**config.mk**
```make
export PLATFORM = sky130hd
export DESIGN_NAME = tmc_top
export DESIGN_NICKNAME = d
export VERILOG_FILES = /design/src/design/tmc_sample_div.v /design/src/design/tmc_top.v
export VERILOG_INCLUDE_DIRS = /design/src /design/src/design
export SDC_FILE = /design/constraint.sdc
export NUM_CORES = 1
export LEC_CHECK = 0
export BUFFER_PORTS_ARGS = -buffer_cell sky130_fd_sc_hd__buf_4
export CORE_MARGIN = 1.5
export CORE_UTILIZATION = 65
export CTS_CLUSTER_DIAMETER = 200
export DETAILED_ROUTE_END_ITERATION = 7
export MAX_ROUTING_LAYER = met4
export PLACE_DENSITY_LB_ADDON = 0.08
export SYNTH_ARGS = -nofsm -noshare
export SYNTH_HDL_FRONTEND = slang
export SYNTH_HIERARCHICAL = 1
export SYNTH_SLANG_ARGS = --single-unit
```
**constraint.sdc**
```tcl
create_clock -name i_core_clk -period 5.8 [get_ports i_core_clk]
set_input_delay 0 -clock i_core_clk [delete_from_list [all_inputs] [get_ports i_core_clk]]
set_output_delay 0 -clock i_core_clk [all_outputs]
set_load 0.02 [all_outputs]
```
**src/design/tmc_defines.vh**
```
/*
 * Constants of the timer main control block: register offsets, control
 * word fields, reset values and clock divider codes.
 * Assumes byte addresses on an 8-bit register port with 32-bit data.
 */
`ifndef TMC_DEFINES_VH
`define TMC_DEFINES_VH

`define TMC_AW              8
`define TMC_DW              32
`define TMC_CW              16

`define TMC_OFF_CTRL        8'h00
`define TMC_OFF_MASK        8'h0C
`define TMC_OFF_STAT        8'h10
`define TMC_OFF_EVGEN       8'h14
`define TMC_OFF_COUNT       8'h24
`define TMC_OFF_PRESC       8'h28
`define TMC_OFF_RELOAD      8'h2C
`define TMC_OFF_CMP         8'h34

`define TMC_CTRL_RST        32'h00000000
`define TMC_CTRL_WMASK      32'h00038FFF
`define TMC_ZERO16          16'h0000
`define TMC_ONE16           16'h0001
`define TMC_ZERO32          32'h00000000

`define TMC_B_RUN           0
`define TMC_B_UPSUP         1
`define TMC_B_UPSRC         2
`define TMC_B_SHOT          3
`define TMC_B_DIR           4
`define TMC_F_ALIGN_HI      6
`define TMC_F_ALIGN_LO      5
`define TMC_B_RBUF          7
`define TMC_F_DIV_HI        9
`define TMC_F_DIV_LO        8
`define TMC_B_PINBRK_N      10
`define TMC_B_CH1SRC        11
`define TMC_B_CLRSRC        15
`define TMC_B_LOCKBRK       16
`define TMC_B_VOLTBRK       17

`define TMC_ALIGN_EDGE      2'h0
`define TMC_ALIGN_DOWN      2'h1
`define TMC_ALIGN_UP        2'h2
`define TMC_ALIGN_BOTH      2'h3

`define TMC_DIV_1           2'h0
`define TMC_DIV_2           2'h1
`define TMC_DIV_4           2'h2
`define TMC_DIVCNT_W        2
`define TMC_DIVCNT_ZERO     2'h0
`define TMC_DIVCNT_ONE      2'h1
`define TMC_DIVCNT_THREE    2'h3

`define TMC_NFLAG           2
`define TMC_FLAG_UPD        0
`define TMC_FLAG_CMP        1
`define TMC_EVGEN_UPD       0

`endif

```
**src/design/tmc_sample_div.v**
```verilog
/*
 * Sampling clock divider: one-cycle tick at the kernel clock rate divided
 * by 1, 2 or 4 as the divide code says.
 * Assumes a synchronous active-high reset and a freezing clock enable.
 */
`include "tmc_defines.vh"

module tmc_sample_div (
   input  wire                     i_core_clk,
   input  wire                     i_rst,
   input  wire                     i_ce,
   input  wire [1:0]               i_div,
   output reg                      o_tick
);

   reg  [`TMC_DIVCNT_W-1:0] cnt_r;
   reg  [`TMC_DIVCNT_W-1:0] last;

   always @* begin
      case (i_div)
         `TMC_DIV_2: last = `TMC_DIVCNT_ONE;
         `TMC_DIV_4: last = `TMC_DIVCNT_THREE;
         // reserved code falls back to undivided
         default:    last = `TMC_DIVCNT_ZERO;
      endcase
   end

   always @(posedge i_core_clk) begin
      if (i_rst) begin
         cnt_r  <= `TMC_DIVCNT_ZERO;
         o_tick <= 1'b0;
      end else if (i_ce) begin
         if (cnt_r >= last) begin
            cnt_r  <= `TMC_DIVCNT_ZERO;
            o_tick <= 1'b1;
         end else begin
            cnt_r  <= cnt_r + `TMC_DIVCNT_ONE;
            o_tick <= 1'b0;
         end
      end
   end

endmodule // tmc_sample_div

```
**src/design/tmc_top.v**
```verilog
/*
 * Timer main control: control word, counter with prescaler, update event
 * logic, shadowed reload/prescaler/compare values, break and source muxes,
 * sticky flags with mask and interrupt.
 * Assumes a register master with one-cycle strobes and synchronous inputs.
 */
// Local design decision: the strobed register port.
// Functional notes
// - sampling period is 1, 2, 4 kernel periods
// - buffered reload loads only at update event
// - alignment 00 counts one way per direction
// - center modes alternate; compare flag per code
// - direction read-only in center modes
// - single shot clears run at update event
// - update source limits update flag causes
// - update event copies preloads into shadows
// - suppression blocks update, still reinitialises counter
// - counter runs only with run bit; trigger sets it
// - voltage, lockup, pin break source enables
// - reference clear from trigger or comparator
// - channel 1 from pin or comparator
`include "tmc_defines.vh"

module tmc_top (
   input  wire                     i_core_clk,
   input  wire                     i_rst,
   input  wire                     i_ce,
   input  wire [`TMC_AW-1:0]       i_addr,
   input  wire [`TMC_DW-1:0]       i_wdata,
   input  wire                     i_wr,
   input  wire                     i_rd,
   output reg  [`TMC_DW-1:0]       o_rdata,
   input  wire                     i_slave_update,
   input  wire                     i_slave_reset,
   input  wire                     i_trigger_mode,
   input  wire                     i_trigger,
   input  wire                     i_ext_trig_clear,
   input  wire                     i_comp_clear,
   input  wire                     i_pin_chan1,
   input  wire                     i_comp_chan1,
   input  wire                     i_supply_low,
   input  wire                     i_core_lockup,
   input  wire                     i_pin_break,
   output reg                      o_ref_clear,
   output reg                      o_chan1_in,
   output reg                      o_break,
   output wire                     o_sampling_tick,
   output reg                      o_update_event,
   output reg                      o_count_down,
   output reg                      o_irq
);

   function hit;
      input [`TMC_AW-1:0] a;
      input [`TMC_AW-1:0] off;
      begin
         hit = (a == off);
      end
   endfunction

   reg  [`TMC_DW-1:0]       ctrl_r;
   reg  [`TMC_CW-1:0]       cnt_r;
   reg  [`TMC_CW-1:0]       psc_cnt_r;
   reg  [`TMC_CW-1:0]       psc_pre_r;
   reg  [`TMC_CW-1:0]       psc_act_r;
   reg  [`TMC_CW-1:0]       arr_pre_r;
   reg  [`TMC_CW-1:0]       arr_act_r;
   reg  [`TMC_CW-1:0]       cmp_pre_r;
   reg  [`TMC_CW-1:0]       cmp_act_r;
   reg  [`TMC_NFLAG-1:0]    stat_r;
   reg  [`TMC_NFLAG-1:0]    mask_r;
   reg  [`TMC_NFLAG-1:0]    ev;
   reg  [`TMC_DW-1:0]       ctrl_nxt;
   reg  [`TMC_CW-1:0]       cnt_nxt;
   reg  [`TMC_DW-1:0]       rd_nxt;
   reg                      wrap;
   reg                      cmp_hit;

   wire [1:0]               align   = ctrl_r[`TMC_F_ALIGN_HI:`TMC_F_ALIGN_LO];
   wire                     center  = (align != `TMC_ALIGN_EDGE);
   wire                     down    = ctrl_r[`TMC_B_DIR];
   wire                     run     = ctrl_r[`TMC_B_RUN];
   wire                     upsup   = ctrl_r[`TMC_B_UPSUP];
   wire                     wr_ctrl = i_wr && hit(i_addr, `TMC_OFF_CTRL);
   wire                     wr_stat = i_wr && hit(i_addr, `TMC_OFF_STAT);
   wire                     wr_arr  = i_wr && hit(i_addr, `TMC_OFF_RELOAD);
   wire                     sw_update_request =
                               i_wr && hit(i_addr, `TMC_OFF_EVGEN) && i_wdata[`TMC_EVGEN_UPD];
   wire [`TMC_CW-1:0]       arr_eff = ctrl_r[`TMC_B_RBUF] ? arr_act_r : arr_pre_r;
   wire                     psc_tick = (psc_cnt_r == psc_act_r);
   wire                     step    = run && psc_tick;
   wire                     reinit  = sw_update_request || i_slave_reset || i_slave_update;
   wire                     update_event     = !upsup && ((step && wrap) || reinit);
   wire                     upd_flag = update_event && (!ctrl_r[`TMC_B_UPSRC] || (step && wrap));

   tmc_sample_div u_sample_div (
      .i_core_clk (i_core_clk),
      .i_rst      (i_rst),
      .i_ce       (i_ce),
      .i_div      (ctrl_r[`TMC_F_DIV_HI:`TMC_F_DIV_LO]),
      .o_tick     (o_sampling_tick)
   );

   // counting step and wrap detection
   always @* begin
      wrap    = 1'b0;
      cnt_nxt = cnt_r;
      if (!center) begin
         if (!down) begin
            wrap    = (cnt_r >= arr_eff);
            cnt_nxt = wrap ? `TMC_ZERO16 : cnt_r + `TMC_ONE16;
         end else begin
            wrap    = (cnt_r == `TMC_ZERO16);
            cnt_nxt = wrap ? arr_eff : cnt_r - `TMC_ONE16;
         end
      end else begin
         if (!down) begin
            wrap    = (cnt_r >= arr_eff);
            cnt_nxt = wrap ? arr_eff - `TMC_ONE16 : cnt_r + `TMC_ONE16;
         end else begin
            wrap    = (cnt_r == `TMC_ZERO16);
            cnt_nxt = wrap ? `TMC_ONE16 : cnt_r - `TMC_ONE16;
         end
      end
   end

   always @* begin
      case (align)
         `TMC_ALIGN_DOWN: cmp_hit = down;
         `TMC_ALIGN_UP:   cmp_hit = !down;
         `TMC_ALIGN_BOTH: cmp_hit = 1'b1;
         default:         cmp_hit = 1'b1;
      endcase
      cmp_hit = cmp_hit && step && (cnt_r == cmp_act_r);
   end

   always @* begin
      ev = {`TMC_NFLAG{1'b0}};
      ev[`TMC_FLAG_UPD] = upd_flag;
      ev[`TMC_FLAG_CMP] = cmp_hit;
   end

   // control word next value
   always @* begin
      ctrl_nxt = ctrl_r;
      if (wr_ctrl) begin
         ctrl_nxt = i_wdata & `TMC_CTRL_WMASK;
         if (center)
            ctrl_nxt[`TMC_B_DIR] = ctrl_r[`TMC_B_DIR];
      end
      if (center && step && wrap)
         ctrl_nxt[`TMC_B_DIR] = !down;
      if (update_event && ctrl_r[`TMC_B_SHOT])
         ctrl_nxt[`TMC_B_RUN] = 1'b0;
      if (i_trigger_mode && i_trigger)
         ctrl_nxt[`TMC_B_RUN] = 1'b1;
   end

   always @* begin
      case (i_addr)
         `TMC_OFF_CTRL:   rd_nxt = ctrl_r;
         `TMC_OFF_MASK:   rd_nxt = {{(`TMC_DW-`TMC_NFLAG){1'b0}}, mask_r};
         `TMC_OFF_STAT:   rd_nxt = {{(`TMC_DW-`TMC_NFLAG){1'b0}}, stat_r};
         `TMC_OFF_COUNT:  rd_nxt = {`TMC_ZERO16, cnt_r};
         `TMC_OFF_PRESC:  rd_nxt = {`TMC_ZERO16, psc_pre_r};
         `TMC_OFF_RELOAD: rd_nxt = {`TMC_ZERO16, arr_pre_r};
         `TMC_OFF_CMP:    rd_nxt = {`TMC_ZERO16, cmp_pre_r};
         // unmapped reads as zero
         default:         rd_nxt = `TMC_ZERO32;
      endcase
   end

   always @(posedge i_core_clk) begin
      if (i_rst) begin
         ctrl_r    <= `TMC_CTRL_RST;
         cnt_r     <= `TMC_ZERO16;
         psc_cnt_r <= `TMC_ZERO16;
         psc_pre_r <= `TMC_ZERO16;
         psc_act_r <= `TMC_ZERO16;
         arr_pre_r <= `TMC_ZERO16;
         arr_act_r <= `TMC_ZERO16;
         cmp_pre_r <= `TMC_ZERO16;
         cmp_act_r <= `TMC_ZERO16;
         mask_r    <= {`TMC_NFLAG{1'b0}};
         o_rdata   <= `TMC_ZERO32;
      end else if (i_ce) begin
         ctrl_r <= ctrl_nxt;
         o_rdata <= i_rd ? rd_nxt : `TMC_ZERO32;
         if (i_wr && hit(i_addr, `TMC_OFF_MASK))
            mask_r <= i_wdata[`TMC_NFLAG-1:0];
         if (i_wr && hit(i_addr, `TMC_OFF_PRESC))
            psc_pre_r <= i_wdata[`TMC_CW-1:0];
         if (wr_arr)
            arr_pre_r <= i_wdata[`TMC_CW-1:0];
         if (i_wr && hit(i_addr, `TMC_OFF_CMP))
            cmp_pre_r <= i_wdata[`TMC_CW-1:0];
         if (update_event) begin
            psc_act_r <= psc_pre_r;
            arr_act_r <= arr_pre_r;
            cmp_act_r <= cmp_pre_r;
         end
         if (reinit) begin
            psc_cnt_r <= `TMC_ZERO16;
            cnt_r     <= (down && !center) ? arr_eff : `TMC_ZERO16;
         end else if (run) begin
            psc_cnt_r <= psc_tick ? `TMC_ZERO16 : psc_cnt_r + `TMC_ONE16;
            if (psc_tick)
               cnt_r <= cnt_nxt;
         end
         // software count write, overrides counting step, yields to hardware reinit
         if (i_wr && hit(i_addr, `TMC_OFF_COUNT) && !reinit)
            cnt_r <= i_wdata[`TMC_CW-1:0];
      end
   end

   // sticky flags, set wins over clear
   genvar g;
   generate
      for (g = 0; g < `TMC_NFLAG; g = g + 1) begin : g_flag
         always @(posedge i_core_clk) begin
            if (i_rst)
               stat_r[g] <= 1'b0;
            else if (i_ce) begin
               if (ev[g])
                  stat_r[g] <= 1'b1;
               else if (wr_stat && i_wdata[g])
                  stat_r[g] <= 1'b0;
            end
         end
      end
   endgenerate

   always @(posedge i_core_clk) begin
      if (i_rst) begin
         o_ref_clear    <= 1'b0;
         o_chan1_in     <= 1'b0;
         o_break        <= 1'b0;
         o_update_event <= 1'b0;
         o_count_down   <= 1'b0;
         o_irq          <= 1'b0;
      end else if (i_ce) begin
         o_ref_clear <= ctrl_r[`TMC_B_CLRSRC] ? i_comp_clear : i_ext_trig_clear;
         o_chan1_in  <= ctrl_r[`TMC_B_CH1SRC] ? i_comp_chan1 : i_pin_chan1;
         o_break     <= (ctrl_r[`TMC_B_VOLTBRK] && i_supply_low) ||
                        (ctrl_r[`TMC_B_LOCKBRK] && i_core_lockup) ||
                        (!ctrl_r[`TMC_B_PINBRK_N] && i_pin_break);
         o_update_event <= update_event;
         o_count_down   <= down;
         // level irq from masked sticky bits
         o_irq <= |(stat_r & mask_r);
      end
   end

endmodule // tmc_top

```
==> impl_summary.txt <==
----------------------------------------------------
[Logic synthesis]
  Avg Inst Size Synth ... between 7 and 8 sq um
  Synthesis-stage register bit count ... ~170
  Asr flop ratio synth ... 0
  Sequential cell area fraction in the yosys report ... 0.3570
  Syn Std Cell Area ... 9757 sq um
  Top_reg_cell synth ... dfxtp_1
  Post-Syn Instances ... between 1000 and 1500
  Number of synthesized flops with an enable pin ... 0
  Number of distinct standard cells referenced by the synthesized netlist ... around 70
  Number of warnings reported in the yosys synthesis log ... 6

[Layout]
  Fill cell total of the finished layout ... about 1100
  Most common cell after layout, fill and taps aside ... nand2_1
  Number of diodes ... 0
  Fraction of final layout cells with drive strength greater than 1 ... 0.1009
  Nets ... around 1300
  Area added between synthesis and finish ... 13.64%
  Most frequent cells in the layout ... nand2_1 (187), dfxtp_1 (174), nor2_1 (144)

[Min path]
  Cell depth of the worst min-delay path ... 4
  Type of the most critical hold path ... in2reg
  Worst hold path endpoint ... o_rdata[17]
  Hold Path Origin ... i_addr[5]

[Worst setup path]
  Destination of the worst register-to-register timing path ... cnt_r[8]
  Cell with the most instances on the worst path ... a2111oi_0
  Reg2reg setup slack ... approximately 1.4 ns
  Cells along the critical path ... buf_4 > mux2i_1 > inv_1 > ha_1 > nand2b_1 > a2111oi_0 > or4_1 > nand3_1 > nor4_1 > a2111oi_0 > a311oi_1
  Critical-path cell with the highest stage delay ... nand3_1
  Arrival time reported for the critical path endpoint ... approximately 4.7 ns
  Kind of start point of the critical path ... flop
  Worst setup path class ... reg2reg
  Startpoint of the lowest-slack register-to-register path ... ctrl_r[7]
  Largest delay share family, worst path ... simple AND/OR/NAND/NOR gates
  CP Capture Type ... flop
  Largest incremental delay on the critical path ... roughly 0.66 ns
  Number of buffer and inverter instances along the worst setup path ... 2
  CP required ... around 6.1 ns
  Cells on worst reg2reg path ... 11
  Largest fanout on the critical path ... 22

[GRT]
  Largest net degree at the start of global routing ... 105
  Antenna violations before repair ... 0
  Sum of overflow across all layers after global routing ... 0
  First-pass GRT wire length ... 49110 um
  Vias in the first global route ... roughly 8700
  Total routing usage reported by global routing ... 0.4158

[Floorplanning]
  Die H ... between 100 and 150 um
  Core area ... about 15000 sq um
  Standard-cell rows ... 44
  X dimension of the die ... 125.5 um
  DIE AREA ... 15750 sq um
  Ports placed on the boundary ... 95
  Initial Util ... 0.6688

[STA]
  Setup TNS Final ... 0 ns
  Tcrit/Tclk final ... 0.7542
  Pins Over Slew Limit ... 0
  Peak Freq ... around 230 MHz
  Final min period ... about 4.4 ns
  Slew margin rel. ... 0.1589
  Finish-stage setup viols ... 0
  Hold Violations, Final ... 0
  Worst Max-Slew Pin Slew ... roughly 1.3 ns
  Maximum clock skew at final layout ... approximately 0.010 ns
  Unrepaired setup endpoints after global routing ... no

[Clock network]
  Clock latency reported for the late side of the worst-skew pair ... 0.44 ns
  Clock tree from TritonCTS ... built
  Root Buffer ... clkbuf_16
  Post-CTS Repair Setup Buffers ... 0
  Clock slew at reported path FFs ... 0.07 ns
  H-tree Lvls ... 4
  Total clock buffers created by CTS ... 17
  # clock sinks ... 174
  Worst-case clock buffer depth ... 2

[Power]
  Power Density ... around 260 nW/um^2
  Worst vdd rail ir drop ... around 0.24 mV
  Overall Power ... around 2.8 mW
  Static power due to leakage ... 4.151 nW

[Routing]
  WL final ... approximately 32000 um
  Initial DRC Count ... between 1000 and 1500
  Avg WL per Cell ... about 22 um
  Routed vias/inst ... 6.579
  Total iterations of the first detailed-routing run ... 8
  DRC violation count after routing ... 5
  Overall via count from detail_route ... about 9600
  Antenna-violating nets left ... 0

[Run]
  Max-Cap Viols ... 0

[Outcome]
  Failing checks ... DRC
  Run status ... complete, but fails checks

[Placement]
  Buffers added on ports ... 66
  Weighted congestion at the end of routability-driven global placement ... around 0.96
  Post-DP HPWL ... approximately 21000 um

----------------------------------------------------
==> tightest hold or removal path: cells and delay by family <==
family,cells,cell delay [ns]
buffers and inverters,1,0.12
AO/OA/AOI/OAI,1,0.06
AND/OR/NAND/NOR,2,0.23
==> Yosys cell counts, drive strengths merged (3+ instances only) <==
library cell | number | area (sq um)
xnor2 | 44 | 385.4
nor4 | 12 | 81.33
and3 | 10 | 62.56
or4b | 3 | 30.03
or3 | 12 | 75.07
a22oi | 34 | 255.2
a211oi | 10 | 75.07
a221oi | 3 | 26.28
o2111ai | 3 | 26.28
a2111oi | 4 | 35.03
a311oi | 10 | 100.1
nand4 | 21 | 131.4
o21ai | 22 | 113.9
clkbuf | 69 | 259.0
nand2 | 187 | 701.9
inv | 20 | 75.07
nand3 | 44 | 220.2
xor2 | 38 | 332.8
ha | 27 | 337.8
a21oi | 90 | 450.4
dfxtp | 174 | 3483
and4 | 4 | 35.03
nor3 | 31 | 160.1
or4 | 6 | 45.04
and2 | 8 | 50.05
a31oi | 7 | 43.79
o21a | 3 | 22.52
o22ai | 3 | 18.77
a222oi | 18 | 180.2
a21o | 4 | 30.03
o211ai | 8 | 60.06
mux2i | 69 | 690.7
buf | 35 | 214.0
nor4b | 6 | 52.55
nor2 | 145 | 544.3
nand2b | 7 | 43.79
o31ai | 6 | 58.81
==> report_power, final <==
part	internal [mW]	total, mW	switching, mW
clock	0.614	1.16	0.549
combinational	0.162	0.435	0.273
sequential	1.21	1.25	0.0389
==> layer usage <==
| layer | up-vias | global-route usage | wire (um) |
|---|---|---|---|
| met1 | 4469 | 0.5633 | 12950 |
| met2 | 634 | 0.5946 | 13380 |
| met4 | 0 | 0.1684 | 1327 |
| li1 | 4416 | - | - |
| met5 | - | - | 0 |
| met3 | 106 | 0.1014 | 4166 |
==> sequential cells by signal, indices dropped and copies added, names as in the netlist, 15 cells and up <==
register,count
psc_cnt_r,16
cnt_r,16
o_rdata,18
psc_act_r,16
cmp_act_r,16
psc_pre_r,16
ctrl_r,15
arr_act_r,16
cmp_pre_r,16
arr_pre_r,16
==> repair_timing <==
action | 4_1_cts | 5_1_grt
hold buffers | 27 | 0
resized for setup | 0 | 0
endpoints found under the hold margin | 74 | 0
==> final cells by class <==
class	count	area (sq um)	area share
timing repair buffer	112	908.4	0.08192
clock inverter	15	172.7	0.01557
multi-input combinational	940	5789	0.5221
inverter	21	78.83	0.007109
sequential	174	3483	0.3142
tap	184	230.2	0.02076
clock buffer	17	425.4	0.03837
==> cell families (layout without fill, tap and decap cells) <==
kind of cell             count (synthesis)  after routing  share of synthesized area
buffers and inverters                  125            165                    0.05655
AO/OA/AOI/OAI                          243            243                     0.1699
adder cells (fa/ha/maj)                 27             27                    0.03462
XOR/XNOR                                82             82                    0.07361
other                                    1             14                  0.0003843
flip-flops                             174            174                     0.3570
multiplexers                            71             71                    0.07310
AND/OR/NAND/NOR                        503            503                     0.2348
==> through the flow <==
step | hold slack, ns | cells | worst slack (ns) | utilization | cell area (sq um)
6_report | 0.02955 | 1463 | 1.425 | 0.7600 | 11090
5_1_grt | 0.06411 | 1463 | 1.285 | 0.7600 | 11090
4_1_cts | 0.01367 | 1463 | 1.614 | 0.7600 | 11090
3_5_place_dp | 0.2612 | 1404 | 1.629 | 0.7005 | 10220
3_3_place_gp | 0.2545 | 1404 | 1.745 | 0.7005 | 10220
2_1_floorplan | 0.07931 | 1239 | 1.890 | - | 9806
==> how the worst max path moves through the flow <==
stage,slack [ns],to,start,cells past startpoint
after floorplan,1.89,psc_act_r[10],ctrl_r[7],15
after global placement,1.75,arr_act_r[3],ctrl_r[7],12
after detailed placement,1.63,cnt_r[8],ctrl_r[7],11
after CTS,1.61,cnt_r[8],ctrl_r[7],11
after global routing,1.28,cnt_r[8],ctrl_r[7],11
final,1.43,cnt_r[8],ctrl_r[7],11
Power figures use the tool's default switching activity.
